File: config.mk
export PLATFORM = sky130hd
export DESIGN_NAME = gmt_timer
export DESIGN_NICKNAME = d
export VERILOG_FILES = /design/src/logic/gmt_pkg.sv /design/src/logic/gmt_rate_gen.sv /design/src/logic/gmt_timer.sv
export VERILOG_INCLUDE_DIRS = /design/src /design/src/logic
export SDC_FILE = /design/constraint.sdc
export NUM_CORES = 1
export LEC_CHECK = 0
export BUFFER_PORTS_ARGS = -buffer_cell sky130_fd_sc_hd__buf_2
export CORE_MARGIN = 3
export CORE_UTILIZATION = 50
export CTS_CLUSTER_SIZE = 30
export DETAILED_ROUTE_END_ITERATION = 10
export MAX_ROUTING_LAYER = met4
export PLACE_DENSITY = 0.68
export SYNTH_ARGS = -nofsm -noshare
export SYNTH_HDL_FRONTEND = slang
export SYNTH_SLANG_ARGS = --single-unit
File: constraint.sdc
create_clock -name clk_sys_i -period 2.6 [get_ports clk_sys_i]
set_clock_uncertainty 0.15 [all_clocks]
set_input_delay 0.13 -clock clk_sys_i [delete_from_list [all_inputs] [get_ports clk_sys_i]]
set_output_delay 0.13 -clock clk_sys_i [all_outputs]
set_load 0.02 [all_outputs]
File: src/logic/gmt_defs.svh
/*
 * Register offsets, field positions, reset values and timing counts for
 * the gated modulo timer.
 * Assumes a 100 MHz system clock and an 8-bit data register port.
 */
`ifndef GMT_DEFS_SVH
`define GMT_DEFS_SVH

`define GMT_ADDR_COMPARE 8'h1a
`define GMT_ADDR_COUNT 8'h1b
`define GMT_ADDR_CLKCTL 8'h2b
`define GMT_ADDR_MODE 8'h2c

`define GMT_CK_LO 0
`define GMT_CK_HI 1
`define GMT_CLR_BIT 2
`define GMT_EN_BIT 3
`define GMT_MD_BIT 0
`define GMT_GOEG_BIT 1
`define GMT_GCEG_BIT 2
`define GMT_OVF_BIT 3

`define GMT_COMPARE_RST 8'hff
`define GMT_COUNT_RST 8'h00
`define GMT_CTL_RST 4'h0

`define GMT_CLK_HZ 100000000
`define GMT_RATE0_HZ 100000
`define GMT_RATE1_HZ 10000
`define GMT_RATE2_HZ 2000
`define GMT_RATE3_HZ 1000
`define GMT_DIV0 (`GMT_CLK_HZ / `GMT_RATE0_HZ)
`define GMT_DIV1 (`GMT_CLK_HZ / `GMT_RATE1_HZ)
`define GMT_DIV2 (`GMT_CLK_HZ / `GMT_RATE2_HZ)
`define GMT_DIV3 (`GMT_CLK_HZ / `GMT_RATE3_HZ)

`endif

File: src/logic/gmt_pkg.sv
/*
 * Types for the gated modulo timer.
 * Assumes nothing beyond the constants header.
 */
package gmt_pkg;

    // Gate state, one-hot.
    typedef enum logic [1:0] {
        GMT_GATE_SHUT = 2'b01,
        GMT_GATE_OPEN = 2'b10
    } gmt_gate_t;

endpackage : gmt_pkg

File: src/logic/gmt_rate_gen.sv
/*
 * Basic clock generator: four free-running dividers, each giving a
 * one-cycle tick at its basic clock rate.
 * Assumes a single system clock and a synchronous active-high reset.
 */
`timescale 1ns/1ps
`include "gmt_defs.svh"

module gmt_rate_gen
    import gmt_pkg::*;
#(
    parameter int DIV0 = `GMT_DIV0,
    parameter int DIV1 = `GMT_DIV1,
    parameter int DIV2 = `GMT_DIV2,
    parameter int DIV3 = `GMT_DIV3
) (
    // Clock and reset.
    input wire logic clk_sys_i,
    input wire logic rst_i,
    // Ticks, one per rate.
    output logic [3:0] tick_o
);

    localparam int DIVS [4] = '{DIV0, DIV1, DIV2, DIV3};

    // Each divider runs on its own so a rate switch lands on a new edge.
    for (genvar g = 0; g < 4; g++) begin : g_div
        logic [16:0] cnt_r;
        logic [16:0] cnt_nxt;
        logic tick_r;
        logic tick_nxt;

        // Counts down and ticks on wrap.
        always_comb begin
            tick_nxt = (cnt_r == 17'h0);
            if (cnt_r == 17'h0) begin
                cnt_nxt = 17'(DIVS[g] - 1);
            end else begin
                cnt_nxt = cnt_r - 17'h1;
            end
        end

        // Registers the divider.
        always_ff @(posedge clk_sys_i) begin
            if (rst_i) begin
                cnt_r <= 17'h0;
                tick_r <= 1'b0;
            end else begin
                cnt_r <= cnt_nxt;
                tick_r <= tick_nxt;
            end
        end

        assign tick_o[g] = tick_r;
    end

endmodule : gmt_rate_gen

File: src/logic/gmt_timer.sv
/*
 * Gated modulo timer: 8-bit counter with compare register, modulo and
 * external gate modes, overflow flag, interrupt request pulse.
 * Assumes registers are reached over a simple address/strobe data buffer
 * port, one access per cycle, and synchronous inputs.
 */
`timescale 1ns/1ps
`include "gmt_defs.svh"

module gmt_timer
    import gmt_pkg::*;
#(
    parameter int WIDTH = 8,
    parameter int DIV0 = `GMT_DIV0,
    parameter int DIV1 = `GMT_DIV1,
    parameter int DIV2 = `GMT_DIV2,
    parameter int DIV3 = `GMT_DIV3
) (
    // Clock and resets.
    input wire logic clk_sys_i,
    input wire logic rst_i,
    input wire logic ce_reset_i,
    // Data buffer register port.
    input wire logic [7:0] reg_addr_i,
    input wire logic reg_wr_i,
    input wire logic reg_rd_i,
    input wire logic [7:0] reg_wdata_i,
    output logic [7:0] reg_rdata_o,
    output logic reg_ack_o,
    // External gate input.
    input wire logic gate_input_pin_i,
    // Interrupt request and status.
    output logic irq_o,
    output logic [WIDTH-1:0] count_value_o
);

    logic [3:0] tick;
    logic [1:0] clock_select_r, clock_select_nxt;
    logic count_enable_r, count_enable_nxt;
    logic gate_mode_select_r, gate_mode_select_nxt;
    logic gate_open_edge_r, gate_open_edge_nxt;
    logic gate_close_edge_r, gate_close_edge_nxt;
    logic overflow_flag_r, overflow_flag_nxt;
    logic clear_pend_r, clear_pend_nxt;
    logic [WIDTH-1:0] compare_value_r, compare_value_nxt;
    logic [WIDTH-1:0] count_r, count_nxt;
    logic gate_in_r;
    gmt_gate_t gate_r, gate_nxt;
    logic irq_r, irq_nxt;
    logic [7:0] rdata_r, rdata_nxt;
    logic ack_r, ack_nxt;
    logic base_tick, run, rise, fall, open_ev, close_ev;

    // Decodes an address against a register offset.
    function automatic logic hit(input logic [7:0] a, input logic [7:0] o);
        hit = (a == o);
    endfunction : hit

    gmt_rate_gen #(
        .DIV0(DIV0),
        .DIV1(DIV1),
        .DIV2(DIV2),
        .DIV3(DIV3)
    ) u_rate (
        .clk_sys_i(clk_sys_i),
        .rst_i(rst_i),
        .tick_o(tick)
    );

    // Selected basic clock; a new selection waits for that clock's tick.
    assign base_tick = tick[clock_select_r];

    // Gate edges, judged against the previous sample of the pin.
    assign rise = gate_input_pin_i & ~gate_in_r;
    assign fall = ~gate_input_pin_i & gate_in_r;
    assign open_ev = gate_open_edge_r ? fall : rise;
    assign close_ev = gate_close_edge_r ? fall : rise;

    // Count permission: enable AND gate open in gate mode.
    assign run = count_enable_r &
        (~gate_mode_select_r | (gate_r == GMT_GATE_OPEN));

    // Next-state logic for registers, counter, gate and interrupt.
    always_comb begin
        clock_select_nxt = clock_select_r;
        count_enable_nxt = count_enable_r;
        gate_mode_select_nxt = gate_mode_select_r;
        gate_open_edge_nxt = gate_open_edge_r;
        gate_close_edge_nxt = gate_close_edge_r;
        overflow_flag_nxt = overflow_flag_r;
        clear_pend_nxt = clear_pend_r;
        compare_value_nxt = compare_value_r;
        count_nxt = count_r;
        gate_nxt = gate_r;
        irq_nxt = 1'b0;
        rdata_nxt = rdata_r;
        ack_nxt = reg_wr_i | reg_rd_i;

        // Gate state follows the configured open and close edges.
        case (gate_r)
            GMT_GATE_SHUT: begin
                if (gate_mode_select_r && open_ev) begin
                    gate_nxt = GMT_GATE_OPEN;
                end
            end
            GMT_GATE_OPEN: begin
                if (!gate_mode_select_r) begin
                    gate_nxt = GMT_GATE_SHUT;
                end else if (close_ev) begin
                    gate_nxt = GMT_GATE_SHUT;
                    irq_nxt = 1'b1;
                end
            end
            default: gate_nxt = GMT_GATE_SHUT;
        endcase

        // Counting happens only on a basic clock edge.
        if (base_tick) begin
            if (clear_pend_r) begin
                count_nxt = '0;
                clear_pend_nxt = 1'b0;
            end else if (run) begin
                if (!gate_mode_select_r &&
                    count_r == compare_value_r) begin
                    count_nxt = '0;
                    irq_nxt = 1'b1;
                end else if (count_r == {WIDTH{1'b1}}) begin
                    count_nxt = '0;
                    overflow_flag_nxt = 1'b1;
                    irq_nxt = 1'b1;
                end else begin
                    count_nxt = count_r + 1'b1;
                end
            end
        end

        // Register writes; the overflow set wins over a software clear only when overflow_flag_r was clear.
        if (reg_wr_i) begin
            if (hit(reg_addr_i, `GMT_ADDR_COMPARE)) begin
                compare_value_nxt = reg_wdata_i[WIDTH-1:0];
            end
            if (hit(reg_addr_i, `GMT_ADDR_CLKCTL)) begin
                clock_select_nxt = reg_wdata_i[`GMT_CK_HI:`GMT_CK_LO];
                count_enable_nxt = reg_wdata_i[`GMT_EN_BIT];
                if (reg_wdata_i[`GMT_CLR_BIT]) begin
                    clear_pend_nxt = 1'b1;
                end
            end
            if (hit(reg_addr_i, `GMT_ADDR_MODE)) begin
                gate_mode_select_nxt = reg_wdata_i[`GMT_MD_BIT];
                gate_open_edge_nxt = reg_wdata_i[`GMT_GOEG_BIT];
                gate_close_edge_nxt = reg_wdata_i[`GMT_GCEG_BIT];
                overflow_flag_nxt = reg_wdata_i[`GMT_OVF_BIT] |
                    (overflow_flag_nxt & ~overflow_flag_r);
            end
        end

        // Register reads; unmapped addresses read zero.
        if (reg_rd_i) begin
            if (hit(reg_addr_i, `GMT_ADDR_COMPARE)) begin
                rdata_nxt = compare_value_r;
            end else if (hit(reg_addr_i, `GMT_ADDR_COUNT)) begin
                rdata_nxt = count_r;
            end else if (hit(reg_addr_i, `GMT_ADDR_CLKCTL)) begin
                rdata_nxt = {4'h0, count_enable_r, 1'b0,
                    clock_select_r};
            end else if (hit(reg_addr_i, `GMT_ADDR_MODE)) begin
                rdata_nxt = {4'h0, overflow_flag_r, gate_close_edge_r,
                    gate_open_edge_r, gate_mode_select_r};
            end else begin
                rdata_nxt = 8'h00;
            end
        end
    end

    // Registers all state; CE reset holds everything as it stands except irq_r and ack_r, which it clears.
    always_ff @(posedge clk_sys_i) begin
        if (rst_i) begin
            clock_select_r <= 2'h0;
            count_enable_r <= 1'b0;
            gate_mode_select_r <= 1'b0;
            gate_open_edge_r <= 1'b0;
            gate_close_edge_r <= 1'b0;
            overflow_flag_r <= 1'b0;
            clear_pend_r <= 1'b0;
            compare_value_r <= `GMT_COMPARE_RST;
            count_r <= `GMT_COUNT_RST;
            gate_in_r <= 1'b0;
            gate_r <= GMT_GATE_SHUT;
            irq_r <= 1'b0;
            rdata_r <= 8'h00;
            ack_r <= 1'b0;
        end else if (!ce_reset_i) begin
            clock_select_r <= clock_select_nxt;
            count_enable_r <= count_enable_nxt;
            gate_mode_select_r <= gate_mode_select_nxt;
            gate_open_edge_r <= gate_open_edge_nxt;
            gate_close_edge_r <= gate_close_edge_nxt;
            overflow_flag_r <= overflow_flag_nxt;
            clear_pend_r <= clear_pend_nxt;
            compare_value_r <= compare_value_nxt;
            count_r <= count_nxt;
            gate_in_r <= gate_input_pin_i;
            gate_r <= gate_nxt;
            irq_r <= irq_nxt;
            rdata_r <= rdata_nxt;
            ack_r <= ack_nxt;
        end else begin
            irq_r <= 1'b0;
            ack_r <= 1'b0;
        end
    end

    assign reg_rdata_o = rdata_r;
    assign reg_ack_o = ack_r;
    assign irq_o = irq_r;
    assign count_value_o = count_r;

endmodule : gmt_timer

# [Word-level counts from Yosys, hierarchy flattened]
# Index checks and enable logic that the tools add are counted.
[word_totals] register_bits=109 latch_bits=0 ram_bits=0 romBits=0 input_bits=22 out_inout_bits=18 elab_cells=112 memories=0
[op_classes] add_sub_neg=5 multipliers=0 div=0 order_cmp=1 eq_ne=10 n_shift=0 mux=39 n_bitwise=12 reduce_logical=19
[op_table] op="$logic_not A17 Y1" n=4
[op_table] op="$sub A17 B1 Y17 const B" n=4
[op_table] op="$mux W8" n=6
[op_table] op="$mux W1" n=22
[op_table] op="$mux W17" n=1
[op_table] op="$eq A8 B5 Y1 const B" n=2
[op_table] op="$eq A8 B6 Y1 const B" n=2
[op_table] op="$mux W16" n=1
[op_table] op="$reduce_and A3 Y1" n=5
[op_table] op="$mux W14" n=1
[op_table] op="$mux W10" n=1
[op_table] op="$reduce_or A2 Y1" n=5
[op_table] op="$add A8 B1 Y8 const B" n=1
[op_table] op="$eq A8 B8 Y1" n=1
[op_table] op="$eq A8 B8 Y1 const B" n=1
[op_table] op="$mux W4" n=2
[op_table] op="$mux W2" n=3
[op_table] op="$not A1 Y1" n=5
[op_table] op="$and A1 B1 Y1" n=4
[op_table] op="$pmux W2 S2" n=1
[op_table] op="$lt A2 B3 Y1 const B" n=1
[op_table] op="$ne A3 B3 Y1 const B" n=1
[op_table] op="$or A1 B1 Y1" n=3
[op_table] op="$bmux W1 S2" n=1
[op_table] op="other kinds (7)" n=8

# [Logic depth before layout (Yosys ltp)]
[depth] depth_word=11 mapped_depth=8 depth_no_buf=7

# [Modules after synthesis]
# A second synthesis with hierarchy kept.
[hier_totals] hier_cells=575 hier_area_um2=5144.9
[modules_own_cells] mod="gmt_rate_gen" n_inst=1 cells_per_inst=338 area_per_inst_um2=3099.2 seq_area_each_um2=1441.4
[modules_own_cells] mod="gmt_timer" n_inst=1 cells_per_inst=237 area_per_inst_um2=2045.7 seq_area_each_um2=740.7

# [Worst setup path after synthesis]
# No wires, ideal clock.
[synth_timing] path_type="flip-flop to flip-flop" start="register u_rate.g_div[3].cnt_r[2]" end="register u_rate.g_div[3].cnt_r[11]" setup_time_ns=0.115 arrival_ns=1.720 setup_slack_ns=0.615 stages_incl_launch_ff=7 path_buffers=1 path_cell_list="dfxtp_1 or3_4 nand4b_2 or4_4 buf_6 nand2_8 nor2_2"
[synth_via] elab_chain_len=2
[synth_rtl] element="start: declaration" line="gmt_rate_gen.sv:28" source="logic [16:0] cnt_r;"
[synth_rtl] element="start signal: assignment" line="gmt_rate_gen.sv:49" source="cnt_r <= cnt_nxt;"
[synth_rtl] element="parallel branches: the longest is 2 deep, another holds $sub A17 B1 Y17"
# Parallel ways; which one is timed is not known.
# A chain may end at the register's enable or synchronous reset.

# [Worst setup path in the final report]
[layout_timing] start="register u_rate.g_div[0].cnt_r[2]" end="register u_rate.g_div[0].cnt_r[13]"
[layout_via] elab_chain_len=2
[layout_rtl] element="start: declaration" line="gmt_rate_gen.sv:28"
[layout_rtl] element="start signal: assignment" line="gmt_rate_gen.sv:49"
[layout_rtl] element="parallel branches: the longest is 2 deep, another holds $sub A17 B1 Y17"
# Parallel ways; which one is timed is not known.

==> results.sh <==
export IMPL_status="finished, final reports clean"
export IMPL_route_detailed_drc=0
export IMPL_clkPwrFrac_pct=18.8
export IMPL_p_leak_nw=2.19
export IMPL_final_setup_tns_ns=0
export IMPL_numPortBuffers=39
export IMPL_critPathLaunchType="register"
export IMPL_numCtsBuffers=9
export IMPL_syn_avg_cell_area_um2=8.99
export IMPL_cts_tree="yes"
export IMPL_fillers=882
export IMPL_worstPathArrival_ns=2.27
export IMPL_grtUsageTotal_pct=19.3
export IMPL_fin_nets=641
export IMPL_crit_required_ns=2.73
export IMPL_ctsLongestPathBuffers=2
export IMPL_fmax_mhz=466
export IMPL_vias=4140
export IMPL_diodes=0
export IMPL_post_cts_buffers=0
export IMPL_netlist_instances=563
export IMPL_grt_setup_unrepaired="false"
export IMPL_grt_max_degree=49
export IMPL_htreeDepth=3
export IMPL_slew_headroom_pct=39.9
export IMPL_drt_pass1_iterations=5
export IMPL_dp_hpwl_mm=7.34
export IMPL_synthesis_nets=590
export IMPL_clock_latency_ns=0.39
export IMPL_worst_pin_slew_ns=0.897
export IMPL_ys_flop_type="dfxtp_1"
export IMPL_finalCritPeriodShare_pct=82.5
export IMPL_postRouteAntennaNets=0
export IMPL_synth_edff_count=0
export IMPL_io_pin_count=40
export IMPL_finalNonFillerCells=752
export IMPL_ir_drop_mv=0.604
export IMPL_finalHoldViolCount=0
export IMPL_placedCellCount=722
export IMPL_die_w_um=107
export IMPL_core_area_mm2=0.00982
export IMPL_setup_viol=0
export IMPL_die_y_um=107
export IMPL_swShare_pct=37.8
export IMPL_internal_power_w=0.00358
export IMPL_comb_power_share_pct=37.7
export IMPL_drv_slew=0
export IMPL_hold_path_class="input pin to register"
export IMPL_drive_gt1_share_pct=15.5
export IMPL_antenna_found_initial=0
export IMPL_grt_pass1_wl_mm=17.6
export IMPL_synth_area_mm2=0.00506
export IMPL_wl_per_cell_um=13.9
export IMPL_grt_overflow=0
export IMPL_clock_sinks=109
export IMPL_clock_root_buffer="clkbuf_8"
export IMPL_gp_congestion=0.850
export IMPL_yosys_warnings=0
export IMPL_wirelength_mm=10.4
export IMPL_yosysUniqueCellTypes=69
export IMPL_areaGrowthSynthToFinish_pct=13.4
export IMPL_crit_type="register to register"
export IMPL_end_kind="register"
export IMPL_synth_seq_area_share_pct=43.1
export IMPL_synth_async_reset_ratio_pct=0
export IMPL_initial_core_util_pct=51.6
export IMPL_via_per_inst=5.51
export IMPL_drt_iter0_markers=204
export IMPL_timing_critical_path_fanout_max=8
export IMPL_ys_seq_elements=109
export IMPL_power_density_mw_per_mm2=1000
export IMPL_maxCapViolCount=0
export IMPL_clkTransAtPathRegs_ns=0.10
export IMPL_grt_pass1_vias=3912
export IMPL_period_needed_ns=2.14
export IMPL_p_seq_share_pct=43.5
export IMPL_dieArea_mm2=0.0114
export IMPL_num_rows=36
export IMPL_p_switching_w=0.00217
==> layout by cell type, fill, tap and decap left out, types with 4 or more instances in the layout <==
cell type and instances:
dfxtp_1 109, nor2_1 86, nand2_1 43, buf_2 39
xnor2_1 34, a21oi_1 28, nor3_1 27, xor2_1 23
mux2i_1 21, nand3_1 14, dlygate4sd3_1 14, nor4_1 12
inv_1 11, clkbuf_8 9, buf_4 9, nor2b_1 7
nor2_2 6, a21oi_2 6, or4_1 5, nand3b_1 5
nor4_2 5, o21ai_0 5, nand2b_1 5, a31oi_1 5
o211ai_1 5, ha_1 5, nor4b_1 4, or3_1 4
and3_1 4, a22oi_1 4
==> routing by layer <==
layer  GRT usage, %  share of wire (%)
met5              -                  0
met4           5.11                1.3
met1           23.2                 46
met2           32.3                 48
met3           5.18                5.1
==> metrics by stage <==
step	cell area [um^2]	hold WS, ns	setup slack (ns)	util (%)	total power (W)
3_5_place_dp	5390	0.205	0.446	54.9	0.00469
4_1_cts	5740	0.0220	0.455	58.5	0.00580
6_report	5740	0.0382	0.455	58.5	0.00575
3_3_place_gp	5390	0.193	0.476	54.9	0.00462
5_1_grt	5740	0.0607	0.310	58.5	0.00622
2_1_floorplan	5060	0.108	0.615	-	0.00432
==> power groups by stage <==
stage	clock network (W)	logic (W)	registers [W]
3_3_place_gp	0	0.00211	0.00251
2_1_floorplan	0	0.00187	0.00246
3_5_place_dp	0	0.00216	0.00253
4_1_cts	0.00111	0.00219	0.00250
5_1_grt	0.00118	0.00247	0.00256
6_report	0.00108	0.00217	0.00250
==> Yosys cell counts, drive strengths merged (6+ instances only) <==
library cell	count	share of area [%]
a21oi	34	3.8
mux2i	21	4.2
or4	7	1.2
nand2	46	3.8
nand3	14	1.4
nor4	19	3.6
nor3	28	2.9
clkbuf	13	0.96
o21ai	6	0.59
nor2b	7	0.87
xnor2	34	5.9
dfxtp	109	43
inv	12	0.89
xor2	23	4.0
nor4b	6	1.3
buf	9	1.1
nor2	92	7.1
==> layout make-up <==
class | instances | area, um^2 | area share, %
inverters | 12 | 45.0 | 0.784
flip-flops and latches | 109 | 2180 | 38.0
clock buffers | 9 | 124 | 2.16
repair buffers | 62 | 403 | 7.02
well taps | 133 | 166 | 2.90
multi-input cells | 420 | 2730 | 47.6
clock inverters | 7 | 90.1 | 1.57
==> kinds of logic (layout without fill, tap and decap cells) <==
group                      after synthesis  after routing  share of synthesized area, %
AOI/OAI and AO/OA                       77             77                          10.2
xor gates and xnor gates                57             57                          9.86
adders and majority gates                5              5                          1.24
buffers and inverters                   34             90                          2.94
DFF                                    109            109                          43.1
muxes                                   23             23                          4.60
and+or+nand+nor                        258            258                          28.1
==> timing repair <==
| item | in CTS | in global routing |
|---|---|---|
| hold buffers | 14 | 0 |
| gates resized for setup | 0 | 0 |
| endpoints found under the hold margin | 22 | 0 |
| endpoints found under the setup margin | 0 | 0 |
==> sequential cells by signal, indices dropped and copies added (netlist names), 2 cells and up <==
signal and cells:
compare_value_r 8, count_value_o 8, gate_r 2, u_rate.g_div.tick_r 4
clock_select_r 2, reg_rdata_o 8, u_rate.g_div.cnt_r 68
==> worst max-delay path, cell delays in order, from the launching register on <==
cell	delay (ns)
dfxtp_1	0.36
nor4_2	0.38
nand4b_1	0.27
or4_1	0.60
nand2_2	0.21
nor2_1	0.07
==> final timing paths <==
kind,from,end,slack (ns),cells after the start
worst max-delay path,u_rate.g_div[0].cnt_r[2],u_rate.g_div[0].cnt_r[13],0.46,5
worst min-delay path,reg_wr_i,overflow_flag_r,0.04,4
worst max register to register,u_rate.g_div[0].cnt_r[2],u_rate.g_div[0].cnt_r[13],0.46,5
worst min register to register,u_rate.g_div[2].cnt_r[16],u_rate.g_div[2].cnt_r[16],0.31,2
No activity file was read; power rests on OpenSTA's default activity.
